--- src/logic/ea_gen_map.svh ---
// address bounds, step sizes and reset values for effective-address generation
`ifndef EA_GEN_MAP_SVH
`define EA_GEN_MAP_SVH
`define SFR_FLOOR        16'h0800
`define SP_RESET         16'h0800
`define WORD_STEP        16'h0002
`define BYTE_STEP        16'h0001
`define ADDR_CLEAR       16'h0000
`define LIMIT_ALIGN_MASK 16'hFFFE
`define BOOT_RAM_LO      16'h0800
`define BOOT_RAM_HI      16'h08FF
`define SECURE_RAM_LO    16'h0900
`define SECURE_RAM_HI    16'h09FF
`endif

--- src/logic/ea_gen_pkg.sv ---
// types shared by the effective-address generator and its testbench
package ea_gen_pkg;
    typedef enum logic [3:0] {
        MODE_FILE, MODE_DIRECT, MODE_INDIRECT, MODE_POST_INC, MODE_POST_DEC,
        MODE_PRE_INC, MODE_PRE_DEC, MODE_INDEXED, MODE_LIT_OFFSET,
        MODE_LIT_SHORT, MODE_LIT_LONG
    } ea_mode_t;
    typedef enum logic [2:0] {
        STACK_NONE, STACK_PUSH_DATA, STACK_PUSH_PC_LOW, STACK_PUSH_PC_CALL,
        STACK_PUSH_PC_EXC, STACK_POP
    } stack_op_t;
endpackage : ea_gen_pkg

--- src/logic/ea_check_if.sv ---
// carries a formed address to the stack and secure-RAM checkers
`timescale 1ns/100ps
interface ea_check_if;
    logic [15:0] ea;
    logic        sp_access;
    logic [15:0] limit;
    logic        trap_limit;
    logic        trap_under;
    logic        exec_boot;
    logic        exec_secure;
    logic        prot_boot;
    logic        prot_secure;
    logic        denied;
    modport gen       (output ea, sp_access, limit, exec_boot, exec_secure,
                       prot_boot, prot_secure,
                       input  trap_limit, trap_under, denied);
    modport stack_chk (input ea, sp_access, limit, output trap_limit, trap_under);
    modport ram_chk   (input ea, exec_boot, exec_secure, prot_boot, prot_secure,
                       output denied);
endinterface : ea_check_if

--- src/logic/stack_bound_check.sv ---
// compares stack-pointer addresses against the limit and the register-space floor
`timescale 1ns/100ps
`include "ea_gen_map.svh"
module stack_bound_check (
    ea_check_if.stack_chk chk
);
    // strict greater-than lets a push at the limit itself pass
    assign chk.trap_limit = chk.sp_access && (chk.ea > chk.limit);
    assign chk.trap_under = chk.sp_access && (chk.ea < `SFR_FLOOR);
endmodule : stack_bound_check

--- src/logic/secure_ram_guard.sv ---
// refuses secure RAM segment access from code outside the owning flash segment
`timescale 1ns/100ps
`include "ea_gen_map.svh"
module secure_ram_guard (
    ea_check_if.ram_chk chk
);
    logic in_boot_ram;
    logic in_secure_ram;

    assign in_boot_ram   = (chk.ea >= `BOOT_RAM_LO) && (chk.ea <= `BOOT_RAM_HI);
    assign in_secure_ram = (chk.ea >= `SECURE_RAM_LO) && (chk.ea <= `SECURE_RAM_HI);
    assign chk.denied = (in_boot_ram && chk.prot_boot && !chk.exec_boot)
                     || (in_secure_ram && chk.prot_secure && !chk.exec_secure);
endmodule : secure_ram_guard

--- src/logic/stack_limit_and_ea_generation.sv ---
// effective-address generator with software-stack limit and underflow checking
// Summary of operation
// register fifteen is stack pointer, grows upward
// pop pre-decrements, push post-increments
// call push clears pushed counter top bit
// exception push joins status low byte
// limit unreset, bit zero forced clear
// every stack-pointer address compared with limit
// push at limit passes; next push traps
// address below register-space floor traps
// software avoids stack read right after limit write
// boot secure RAM only from boot code
// secure RAM only from secure code
// file address reaches near space directly
// default result register is register zero
// move reaches whole data space
// first operand always register direct
// indirect, modified and literal modes supported
// indirect uses pointer unchanged
// post-modify uses pointer then adjusts
// pre-modify adjusts pointer then uses it
// indexed adds pointer and offset register
// literal offset adds pointer and literal
// move shares one offset field
// stack error is one-cycle trap request
`timescale 1ns/100ps
`include "ea_gen_map.svh"
module stack_limit_and_ea_generation
    import ea_gen_pkg::*;
(
    input  wire logic        REF_CLK,
    input  wire logic        RESETN,
    input  wire logic        REQ_VALID,
    input  wire ea_mode_t    REQ_MODE,
    input  wire logic [3:0]  REQ_PTR_SEL,
    input  wire logic [3:0]  REQ_BASE_SEL,
    input  wire logic [3:0]  REQ_DEST_SEL,
    input  wire logic        REQ_BYTE_OP,
    input  wire logic        REQ_MOVE,
    input  wire logic        REQ_DEST_FILE,
    input  wire logic        REQ_MULTIPLY,
    input  wire logic        REQ_MUL_PAIR,
    input  wire logic [15:0] PTR_VALUE,
    input  wire logic [15:0] OFFSET_VALUE,
    input  wire logic [15:0] LITERAL_VALUE,
    input  wire logic [12:0] FILE_ADDR,
    input  wire stack_op_t   STACK_OP,
    input  wire logic [15:0] PUSH_DATA,
    input  wire logic [23:0] PC_VALUE,
    input  wire logic [7:0]  STATUS_LOW_BYTE,
    input  wire logic        SP_WE,
    input  wire logic [15:0] SP_WDATA,
    input  wire logic        LIMIT_WE,
    input  wire logic [15:0] LIMIT_WDATA,
    input  wire logic        EXEC_IN_BOOT,
    input  wire logic        EXEC_IN_SECURE,
    input  wire logic        BOOT_RAM_PROT_EN,
    input  wire logic        SECURE_RAM_PROT_EN,
    output logic             EA_VALID,
    output logic [15:0]      EA_ADDR,
    output logic             PTR_UPDATE_VALID,
    output logic [3:0]       PTR_UPDATE_SEL,
    output logic [15:0]      PTR_UPDATE_VALUE,
    output logic [3:0]       OPERAND1_REG,
    output logic [15:0]      LITERAL_OUT,
    output logic [3:0]       RESULT_REG,
    output logic             RESULT_PAIR,
    output logic             RESULT_TO_FILE,
    output logic [15:0]      STACK_WRITE_DATA,
    output logic [15:0]      STACK_POINTER,
    output logic             STACK_TRAP,
    output logic             ACCESS_DENIED
);
    localparam logic [3:0] SP_INDEX   = 4'hF;
    localparam logic [3:0] WORK_INDEX = 4'h0;

    function automatic logic forms_ea(input ea_mode_t m);
        forms_ea = (m != MODE_DIRECT) && (m != MODE_LIT_SHORT) && (m != MODE_LIT_LONG);
    endfunction : forms_ea

    ea_check_if chk ();

    logic [15:0] stack_pointer_reg;
    logic [15:0] stack_limit_reg;
    logic [15:0] next_sp;
    logic [15:0] next_ea;
    logic [15:0] next_ptr;
    logic [15:0] next_push_word;
    logic [15:0] next_literal;
    logic [15:0] pointer_reg;
    logic [15:0] step;
    logic        stack_req;
    logic        push_req;
    logic        pop_req;
    logic        mode_req;
    logic        ptr_is_sp;
    logic        ptr_mod;
    logic        ea_req;
    logic        sp_access;

    assign stack_req = (STACK_OP != STACK_NONE);
    assign pop_req   = (STACK_OP == STACK_POP);
    assign push_req  = stack_req && !pop_req;
    // a stack operation owns the cycle; an addressing request alongside it is dropped
    assign mode_req  = REQ_VALID && !stack_req;
    assign ptr_is_sp = (REQ_PTR_SEL == SP_INDEX);
    assign pointer_reg = ptr_is_sp ? stack_pointer_reg : PTR_VALUE;
    assign step = REQ_BYTE_OP ? `BYTE_STEP : `WORD_STEP;
    assign ptr_mod = (REQ_MODE == MODE_POST_INC) || (REQ_MODE == MODE_POST_DEC)
                  || (REQ_MODE == MODE_PRE_INC)  || (REQ_MODE == MODE_PRE_DEC);
    assign ea_req = mode_req && forms_ea(REQ_MODE);
    assign sp_access = stack_req || (ea_req && (REQ_MODE != MODE_FILE) && ptr_is_sp);

    always_comb begin
        next_ea = `ADDR_CLEAR;
        if (push_req) begin
            next_ea = stack_pointer_reg;
        end else if (pop_req) begin
            next_ea = stack_pointer_reg - `WORD_STEP;
        end else begin
            unique case (REQ_MODE)
                MODE_FILE:       next_ea = REQ_MOVE ? LITERAL_VALUE
                                                    : {3'h0, FILE_ADDR};
                MODE_INDIRECT,
                MODE_POST_INC,
                MODE_POST_DEC:   next_ea = pointer_reg;
                MODE_PRE_INC:    next_ea = pointer_reg + step;
                MODE_PRE_DEC:    next_ea = pointer_reg - step;
                MODE_INDEXED:    next_ea = pointer_reg + OFFSET_VALUE;
                MODE_LIT_OFFSET: next_ea = pointer_reg + LITERAL_VALUE;
                MODE_DIRECT,
                MODE_LIT_SHORT,
                MODE_LIT_LONG:   next_ea = `ADDR_CLEAR;
            endcase
        end
    end

    always_comb begin
        next_ptr = pointer_reg;
        unique case (REQ_MODE)
            MODE_POST_INC: next_ptr = pointer_reg + step;
            MODE_POST_DEC: next_ptr = pointer_reg - step;
            MODE_PRE_INC,
            MODE_PRE_DEC:  next_ptr = next_ea;
            default:       next_ptr = pointer_reg;
        endcase
    end

    always_comb begin
        next_sp = stack_pointer_reg;
        if (push_req) begin
            next_sp = stack_pointer_reg + `WORD_STEP;
        end else if (pop_req) begin
            next_sp = next_ea;
        end else if (mode_req && ptr_mod && ptr_is_sp) begin
            next_sp = next_ptr;
        end else if (SP_WE) begin
            next_sp = SP_WDATA;
        end
    end

    always_comb begin
        next_push_word = PUSH_DATA;
        unique case (STACK_OP)
            STACK_PUSH_PC_LOW:  next_push_word = PC_VALUE[15:0];
            STACK_PUSH_PC_CALL: next_push_word = {8'h00, 1'b0, PC_VALUE[22:16]};
            STACK_PUSH_PC_EXC:  next_push_word = {STATUS_LOW_BYTE, PC_VALUE[23:16]};
            default:            next_push_word = PUSH_DATA;
        endcase
    end

    assign next_literal = (REQ_MODE == MODE_LIT_SHORT) ? {11'h000, LITERAL_VALUE[4:0]}
                        : (REQ_MODE == MODE_LIT_LONG)  ? {6'h00, LITERAL_VALUE[9:0]}
                        : LITERAL_VALUE;

    assign chk.ea          = next_ea;
    assign chk.sp_access   = sp_access;
    assign chk.limit       = stack_limit_reg;
    assign chk.exec_boot   = EXEC_IN_BOOT;
    assign chk.exec_secure = EXEC_IN_SECURE;
    assign chk.prot_boot   = BOOT_RAM_PROT_EN;
    assign chk.prot_secure = SECURE_RAM_PROT_EN;

    stack_bound_check u_stack_check (
        .chk (chk.stack_chk)
    );

    secure_ram_guard u_ram_guard (
        .chk (chk.ram_chk)
    );

    // limit has no reset value; software must load it before using the stack
    always_ff @(posedge REF_CLK) begin
        if (LIMIT_WE) begin
            stack_limit_reg <= LIMIT_WDATA & `LIMIT_ALIGN_MASK;
        end
    end

    always_ff @(posedge REF_CLK or negedge RESETN) begin
        if (!RESETN) begin
            stack_pointer_reg <= `SP_RESET;
        end else begin
            stack_pointer_reg <= next_sp;
        end
    end

    // the limit compare sees the registered limit, so a stack read in the
    // same cycle as a limit write is checked against the old value
    always_ff @(posedge REF_CLK or negedge RESETN) begin
        if (!RESETN) begin
            STACK_TRAP <= 1'b0;
        end else begin
            STACK_TRAP <= chk.trap_limit || chk.trap_under;
        end
    end

    always_ff @(posedge REF_CLK or negedge RESETN) begin
        if (!RESETN) begin
            EA_VALID      <= 1'b0;
            EA_ADDR       <= `ADDR_CLEAR;
            ACCESS_DENIED <= 1'b0;
        end else begin
            EA_VALID      <= ea_req || stack_req;
            EA_ADDR       <= next_ea;
            ACCESS_DENIED <= (ea_req || stack_req) && chk.denied;
        end
    end

    always_ff @(posedge REF_CLK or negedge RESETN) begin
        if (!RESETN) begin
            PTR_UPDATE_VALID <= 1'b0;
            PTR_UPDATE_SEL   <= WORK_INDEX;
            PTR_UPDATE_VALUE <= `ADDR_CLEAR;
        end else begin
            PTR_UPDATE_VALID <= (mode_req && ptr_mod) || stack_req;
            PTR_UPDATE_SEL   <= stack_req ? SP_INDEX : REQ_PTR_SEL;
            PTR_UPDATE_VALUE <= stack_req ? next_sp : next_ptr;
        end
    end

    always_ff @(posedge REF_CLK or negedge RESETN) begin
        if (!RESETN) begin
            OPERAND1_REG     <= WORK_INDEX;
            LITERAL_OUT      <= `ADDR_CLEAR;
            RESULT_REG       <= WORK_INDEX;
            RESULT_PAIR      <= 1'b0;
            RESULT_TO_FILE   <= 1'b0;
            STACK_WRITE_DATA <= `ADDR_CLEAR;
            STACK_POINTER    <= `SP_RESET;
        end else begin
            OPERAND1_REG     <= REQ_BASE_SEL;
            LITERAL_OUT      <= next_literal;
            RESULT_REG       <= REQ_MULTIPLY ? REQ_DEST_SEL
                              : (REQ_DEST_FILE ? WORK_INDEX : WORK_INDEX);
            RESULT_PAIR      <= REQ_MULTIPLY && REQ_MUL_PAIR;
            RESULT_TO_FILE   <= REQ_DEST_FILE && !REQ_MULTIPLY;
            STACK_WRITE_DATA <= next_push_word;
            STACK_POINTER    <= next_sp;
        end
    end
endmodule : stack_limit_and_ea_generation

--- config.mk ---
export PLATFORM = sky130hd
export DESIGN_NAME = stack_limit_and_ea_generation
export DESIGN_NICKNAME = d
export VERILOG_FILES = /design/src/logic/ea_gen_pkg.sv /design/src/logic/ea_check_if.sv /design/src/logic/stack_bound_check.sv /design/src/logic/secure_ram_guard.sv /design/src/logic/stack_limit_and_ea_generation.sv
export VERILOG_INCLUDE_DIRS = /design/src /design/src/logic
export SDC_FILE = /design/constraint.sdc
export NUM_CORES = 1
export LEC_CHECK = 0
export ABC_AREA = 1
export BUFFER_PORTS_ARGS = -buffer_cell sky130_fd_sc_hd__buf_2
export CAP_MARGIN = 20
export CORE_UTILIZATION = 41
export CTS_BUF_LIST = sky130_fd_sc_hd__clkbuf_4
export DETAILED_ROUTE_END_ITERATION = 6
export PLACE_DENSITY = 0.64
export SYNTH_ARGS = -nofsm -noshare
export SYNTH_HDL_FRONTEND = slang
export SYNTH_HIERARCHICAL = 1
export SYNTH_SLANG_ARGS = --single-unit
--- constraint.sdc ---
create_clock -name REF_CLK -period 4 [get_ports REF_CLK]
set_input_delay 1.2 -clock REF_CLK [delete_from_list [all_inputs] [get_ports REF_CLK]]
set_output_delay 1.2 -clock REF_CLK [all_outputs]
set_load 0.02 [all_outputs]
==> metrics.md <==
| Metric | Value |
|---|---|
| Status | complete, but fails checks |
| Failing checks | DRC, setup timing |
| Total power | 5.10 mW |
| Worst-Skew Late Latency | 0.57 ns |
| CP required | 4.45 ns |
| Slew @ Worst Pin | around 0.95 ns |
| Post-synth top area cell | dfrtp_1 |
| Syn nets | approximately 1600 |
| Hold Path Sink | STACK_POINTER[0]$_DFF_PN0_ |
| Cell Area, Placed | 12700 um^2 |
| Site Rows | between 50 and 60 |
| CTS Sinks | between 100 and 150 |
| Mapped Area | 9280 um^2 |
| Share of layout cells above drive strength 1 | between 30 and 40% |
| Worst vdd ir | roughly 0.18 mV |
| GR peak layer | met2 |
| Crit share post-route | 103% |
| Hold wc startpoint | STACK_POINTER[0]$_DFF_PN0_ |
| Core area | between 20000 and 25000 um^2 |
| # setup viols final | 1 |
| Most numerous cell in the Yosys netlist | nand2_1 |
| Pwr Density | between 300 and 400 nW/um^2 |
| Crit path max-delay family | simple AND/OR/NAND/NOR gates |
| Post-synth top area share | 26.2% |
| Critical path class | primary input to flip-flop |
| # DRC | 23 |
| Critical Path Max Stage Delay | ~0.39 ns |
| F_max | roughly 0.24 GHz |
| GR Util All Layers | about a third |
| DRT Wirelength | 39.4 mm |
| Via/cell ratio | 5.13 |
| Reg2reg path depth | 23 |
| Synth cell count leaders | nand2_1 (429), inv_1 (156), nand3_1 (119), nor2_1 (111), dfrtp_1 (97) |
| Non-Filler Instances | between 2000 and 2500 |
| Max_slew headroom | between 30 and 40% |
| Most used cell, CP | nand2_1 |
| Chip width | 152 um |
| Leak | 7.25 nW |
| Number of global-route vias before repair | between 10000 and 15000 |
| Total Nets Final | ~2100 |
| Final worst slack | -0.127 ns |
| Grt met1 use | a little over two fifths |
| Slowest CP cell | fa_2 |
| Post-route ant nets | 0 |
| Final instance area | roughly 14000 um^2 |
| Clock tree buffer depth | 2 |
| Post-Synthesis Cells | 1390 |
| Worst reg2reg endpoint | STACK_TRAP$_DFF_PN0_ |
| Largest net degree at the start of global routing | 70 |
| Yosys reg bits | between 100 and 150 |
| MaxCap Viol Count | 0 |
| CP max FO | 8 |
| Clock-pin transition on the worst setup and hold timing paths | about 0.14 ns |
| Data arrival time of the worst path | 4.57 ns |
| Critical path buffer and inverter count | 5 |
| Final slew viol count | 0 |
| Final-report hold violation count | 0 |
| Warnings, synthesis | 6 |
| Post-DP HPWL | 31.2 mm |
| Startpoint types | primary input |
| Die area | 23200 um^2 |
| Hold path depth | 2 |
| First-pass GRT wire length | roughly 60 mm |
| Wirelength per Cell | 17.9 um |
| Initial Utilization | a little over two fifths |
| Primary FF master, synth | dfrtp_1 |
| Die height | ~150 um |
| H-tree Lvls | 4 |
| Asr flop ratio synth | between 80% and 90% |
| Critical Path Sink Type | flip-flop |
| Met2 Use GR | between 50% and 60% |
| Worst Hold Margin | between 0.6 and 0.7 ns |
| Hold crit path type | flip-flop to flip-flop |
| Root Buffer | clkbuf_4 |
| IO buf count | 270 |
| Io pins | around 270 |
| Worst reg2reg startpoint | STACK_POINTER[9]$_DFF_PN0_ |
| Met3 Resource Use GR | 4.89% |
| Post-synth EDFFs | 15 |
| Grt ovf | 0 |
| Area Growth Syn to Fin | 47.9% |
| CTS tree | built |
| Clock Skew | 0.0276 ns |
| Placed cell count | about 2100 |
| Routability cong. | 1.00 |
| Worst R2R Setup Slack | ~0.42 ns |
| Initial antenna violation count | 2 |
| Initial DRC count | approximately 870 |
| Avg Cell Area, Syn | around 6.7 um^2 |
| Detailed Routing Iterations Pass 1 | 7 |
| RSZ-0062 raised after global routing | true |
| Synth unique cells | between 60 and 70 |
| Top post-synthesis cells by area | dfrtp_1 (26%), nand2_1 (17%), nand3_1 (6.4%), inv_1 (6.3%), ha_1 (5.1%) |
| Seq/Total Area, Yosys | between 30% and 40% |
| Total number of vias | between 10000 and 15000 |
| Minimum clock period | ~4.1 ns |
| CTS buffer count | 17 |
[per-layer routing]
layer  vias to the layer above  wire [um]
li1                       5557          -
met1                      5119      16100
met2                       533      18700
met3                        94       2840
met4                         0       1710
met5                         -          0
[layout make-up]
| cell class | instances | area, um^2 |
|---|---|---|
| multi-input combinational | 1067 | 6070 |
| inverter | 168 | 638 |
| timing repair buffer | 540 | 3500 |
| clock buffer | 17 | 128 |
| fill | 2129 | 8300 |
| clock inverter | 15 | 134 |
| sequential | 113 | 2900 |
| antenna | 2 | 5.00 |
| tap | 280 | 350 |
[tightest hold or removal path, delay by kind of cell (launching register included)]
family / cells / cell delay [ns]
simple gates: 2 / 0.21
flops: 1 / 0.43
[cell families after synthesis]
family                     share of synthesized area [%]
AOI/OAI and AO/OA                                   14.5
other                                             0.0404
muxes                                              0.108
DFF                                                 31.3
xor gates and xnor gates                            2.17
and+or+nand+nor                                     37.2
buffers and inverters                               8.96
adders and majority gates                           5.77
[cell usage in the layout, fill, tap and decap left out, drive strengths merged, types with 2 or more instances in the layout]
| master | synthesis | final |
|---|---|---|
| nor4 | 3 | 3 |
| buf | 14 | 539 |
| o21ai | 90 | 90 |
| a31oi | 6 | 6 |
| edfxtp | 15 | 15 |
| o21a | 4 | 4 |
| o211ai | 12 | 12 |
| o31ai | 2 | 2 |
| a211oi | 2 | 2 |
| dfrtp | 97 | 97 |
| a21oi | 76 | 76 |
| inv | 166 | 171 |
| clkbuf | 28 | 18 |
| diode | 0 | 2 |
| nand2 | 464 | 464 |
| clkinv | 2 | 10 |
| o21bai | 2 | 2 |
| nand3b | 6 | 6 |
| a21boi | 14 | 14 |
| xor2 | 20 | 20 |
| nand4 | 17 | 17 |
| nand3 | 120 | 120 |
| a22oi | 8 | 8 |
| a311oi | 3 | 3 |
| a21o | 3 | 3 |
| nor2 | 130 | 130 |
| or2 | 10 | 10 |
| fa | 3 | 3 |
| xnor2 | 3 | 3 |
| nor3 | 20 | 20 |
| ha | 38 | 38 |
| and2 | 3 | 3 |
[through the flow]
step / worst slack [ns] / TNS [ns] / util (%)
4_1_cts: 0.00909 / 0 / 61.3
2_1_floorplan: -0.197 / -0.197 / -
3_5_place_dp: -0.766 / -9.80 / 57.9
6_report: -0.127 / -0.127 / 62.3
3_3_place_gp: -0.783 / -8.64 / 57.9
5_1_grt: -0.228 / -0.341 / 62.3
[timing repair]
item,CTS,global route
hold endpoints to repair,0,0
hold buffers,0,0
resized for setup,82,49
setup buffers,24,6
pin swaps,33,53
endpoints found under the setup margin,1,10
[power by group]
part	leakage, nW	internal (mW)	switching, mW
Clock	0.144	0.315	0.571
Sequential	1.28	1.38	0.127
Combinational	5.82	1.06	1.64
Total	7.25	2.76	2.34
[registers in the layout (all words and copies together), names as in the netlist]
register and flops:
EA_ADDR 16, PTR_UPDATE_VALUE 16, LITERAL_OUT 16, RESULT_TO_FILE 1
STACK_POINTER 16, STACK_TRAP 1, EA_VALID 1, PTR_UPDATE_VALID 1
ACCESS_DENIED 1, PTR_UPDATE_SEL 4, RESULT_REG 4, chk.limit 15
RESULT_PAIR 1, OPERAND1_REG 4, STACK_WRITE_DATA 16
[worst max path at each step]
stage	startpoint	to	slack, ns	depth (start not counted)
3_3_place_gp	REQ_PTR_SEL[1]	STACK_TRAP$_DFF_PN0_	-0.78	27
2_1_floorplan	REQ_PTR_SEL[1]	STACK_TRAP$_DFF_PN0_	-0.20	29
3_5_place_dp	REQ_MODE[1]	STACK_TRAP$_DFF_PN0_	-0.77	23
4_1_cts	REQ_PTR_SEL[2]	STACK_TRAP$_DFF_PN0_	0.009	23
5_1_grt	REQ_MODE[1]	STACK_TRAP$_DFF_PN0_	-0.23	26
6_report	REQ_PTR_SEL[3]	STACK_TRAP$_DFF_PN0_	-0.13	28
Power figures use the tool's default switching activity.
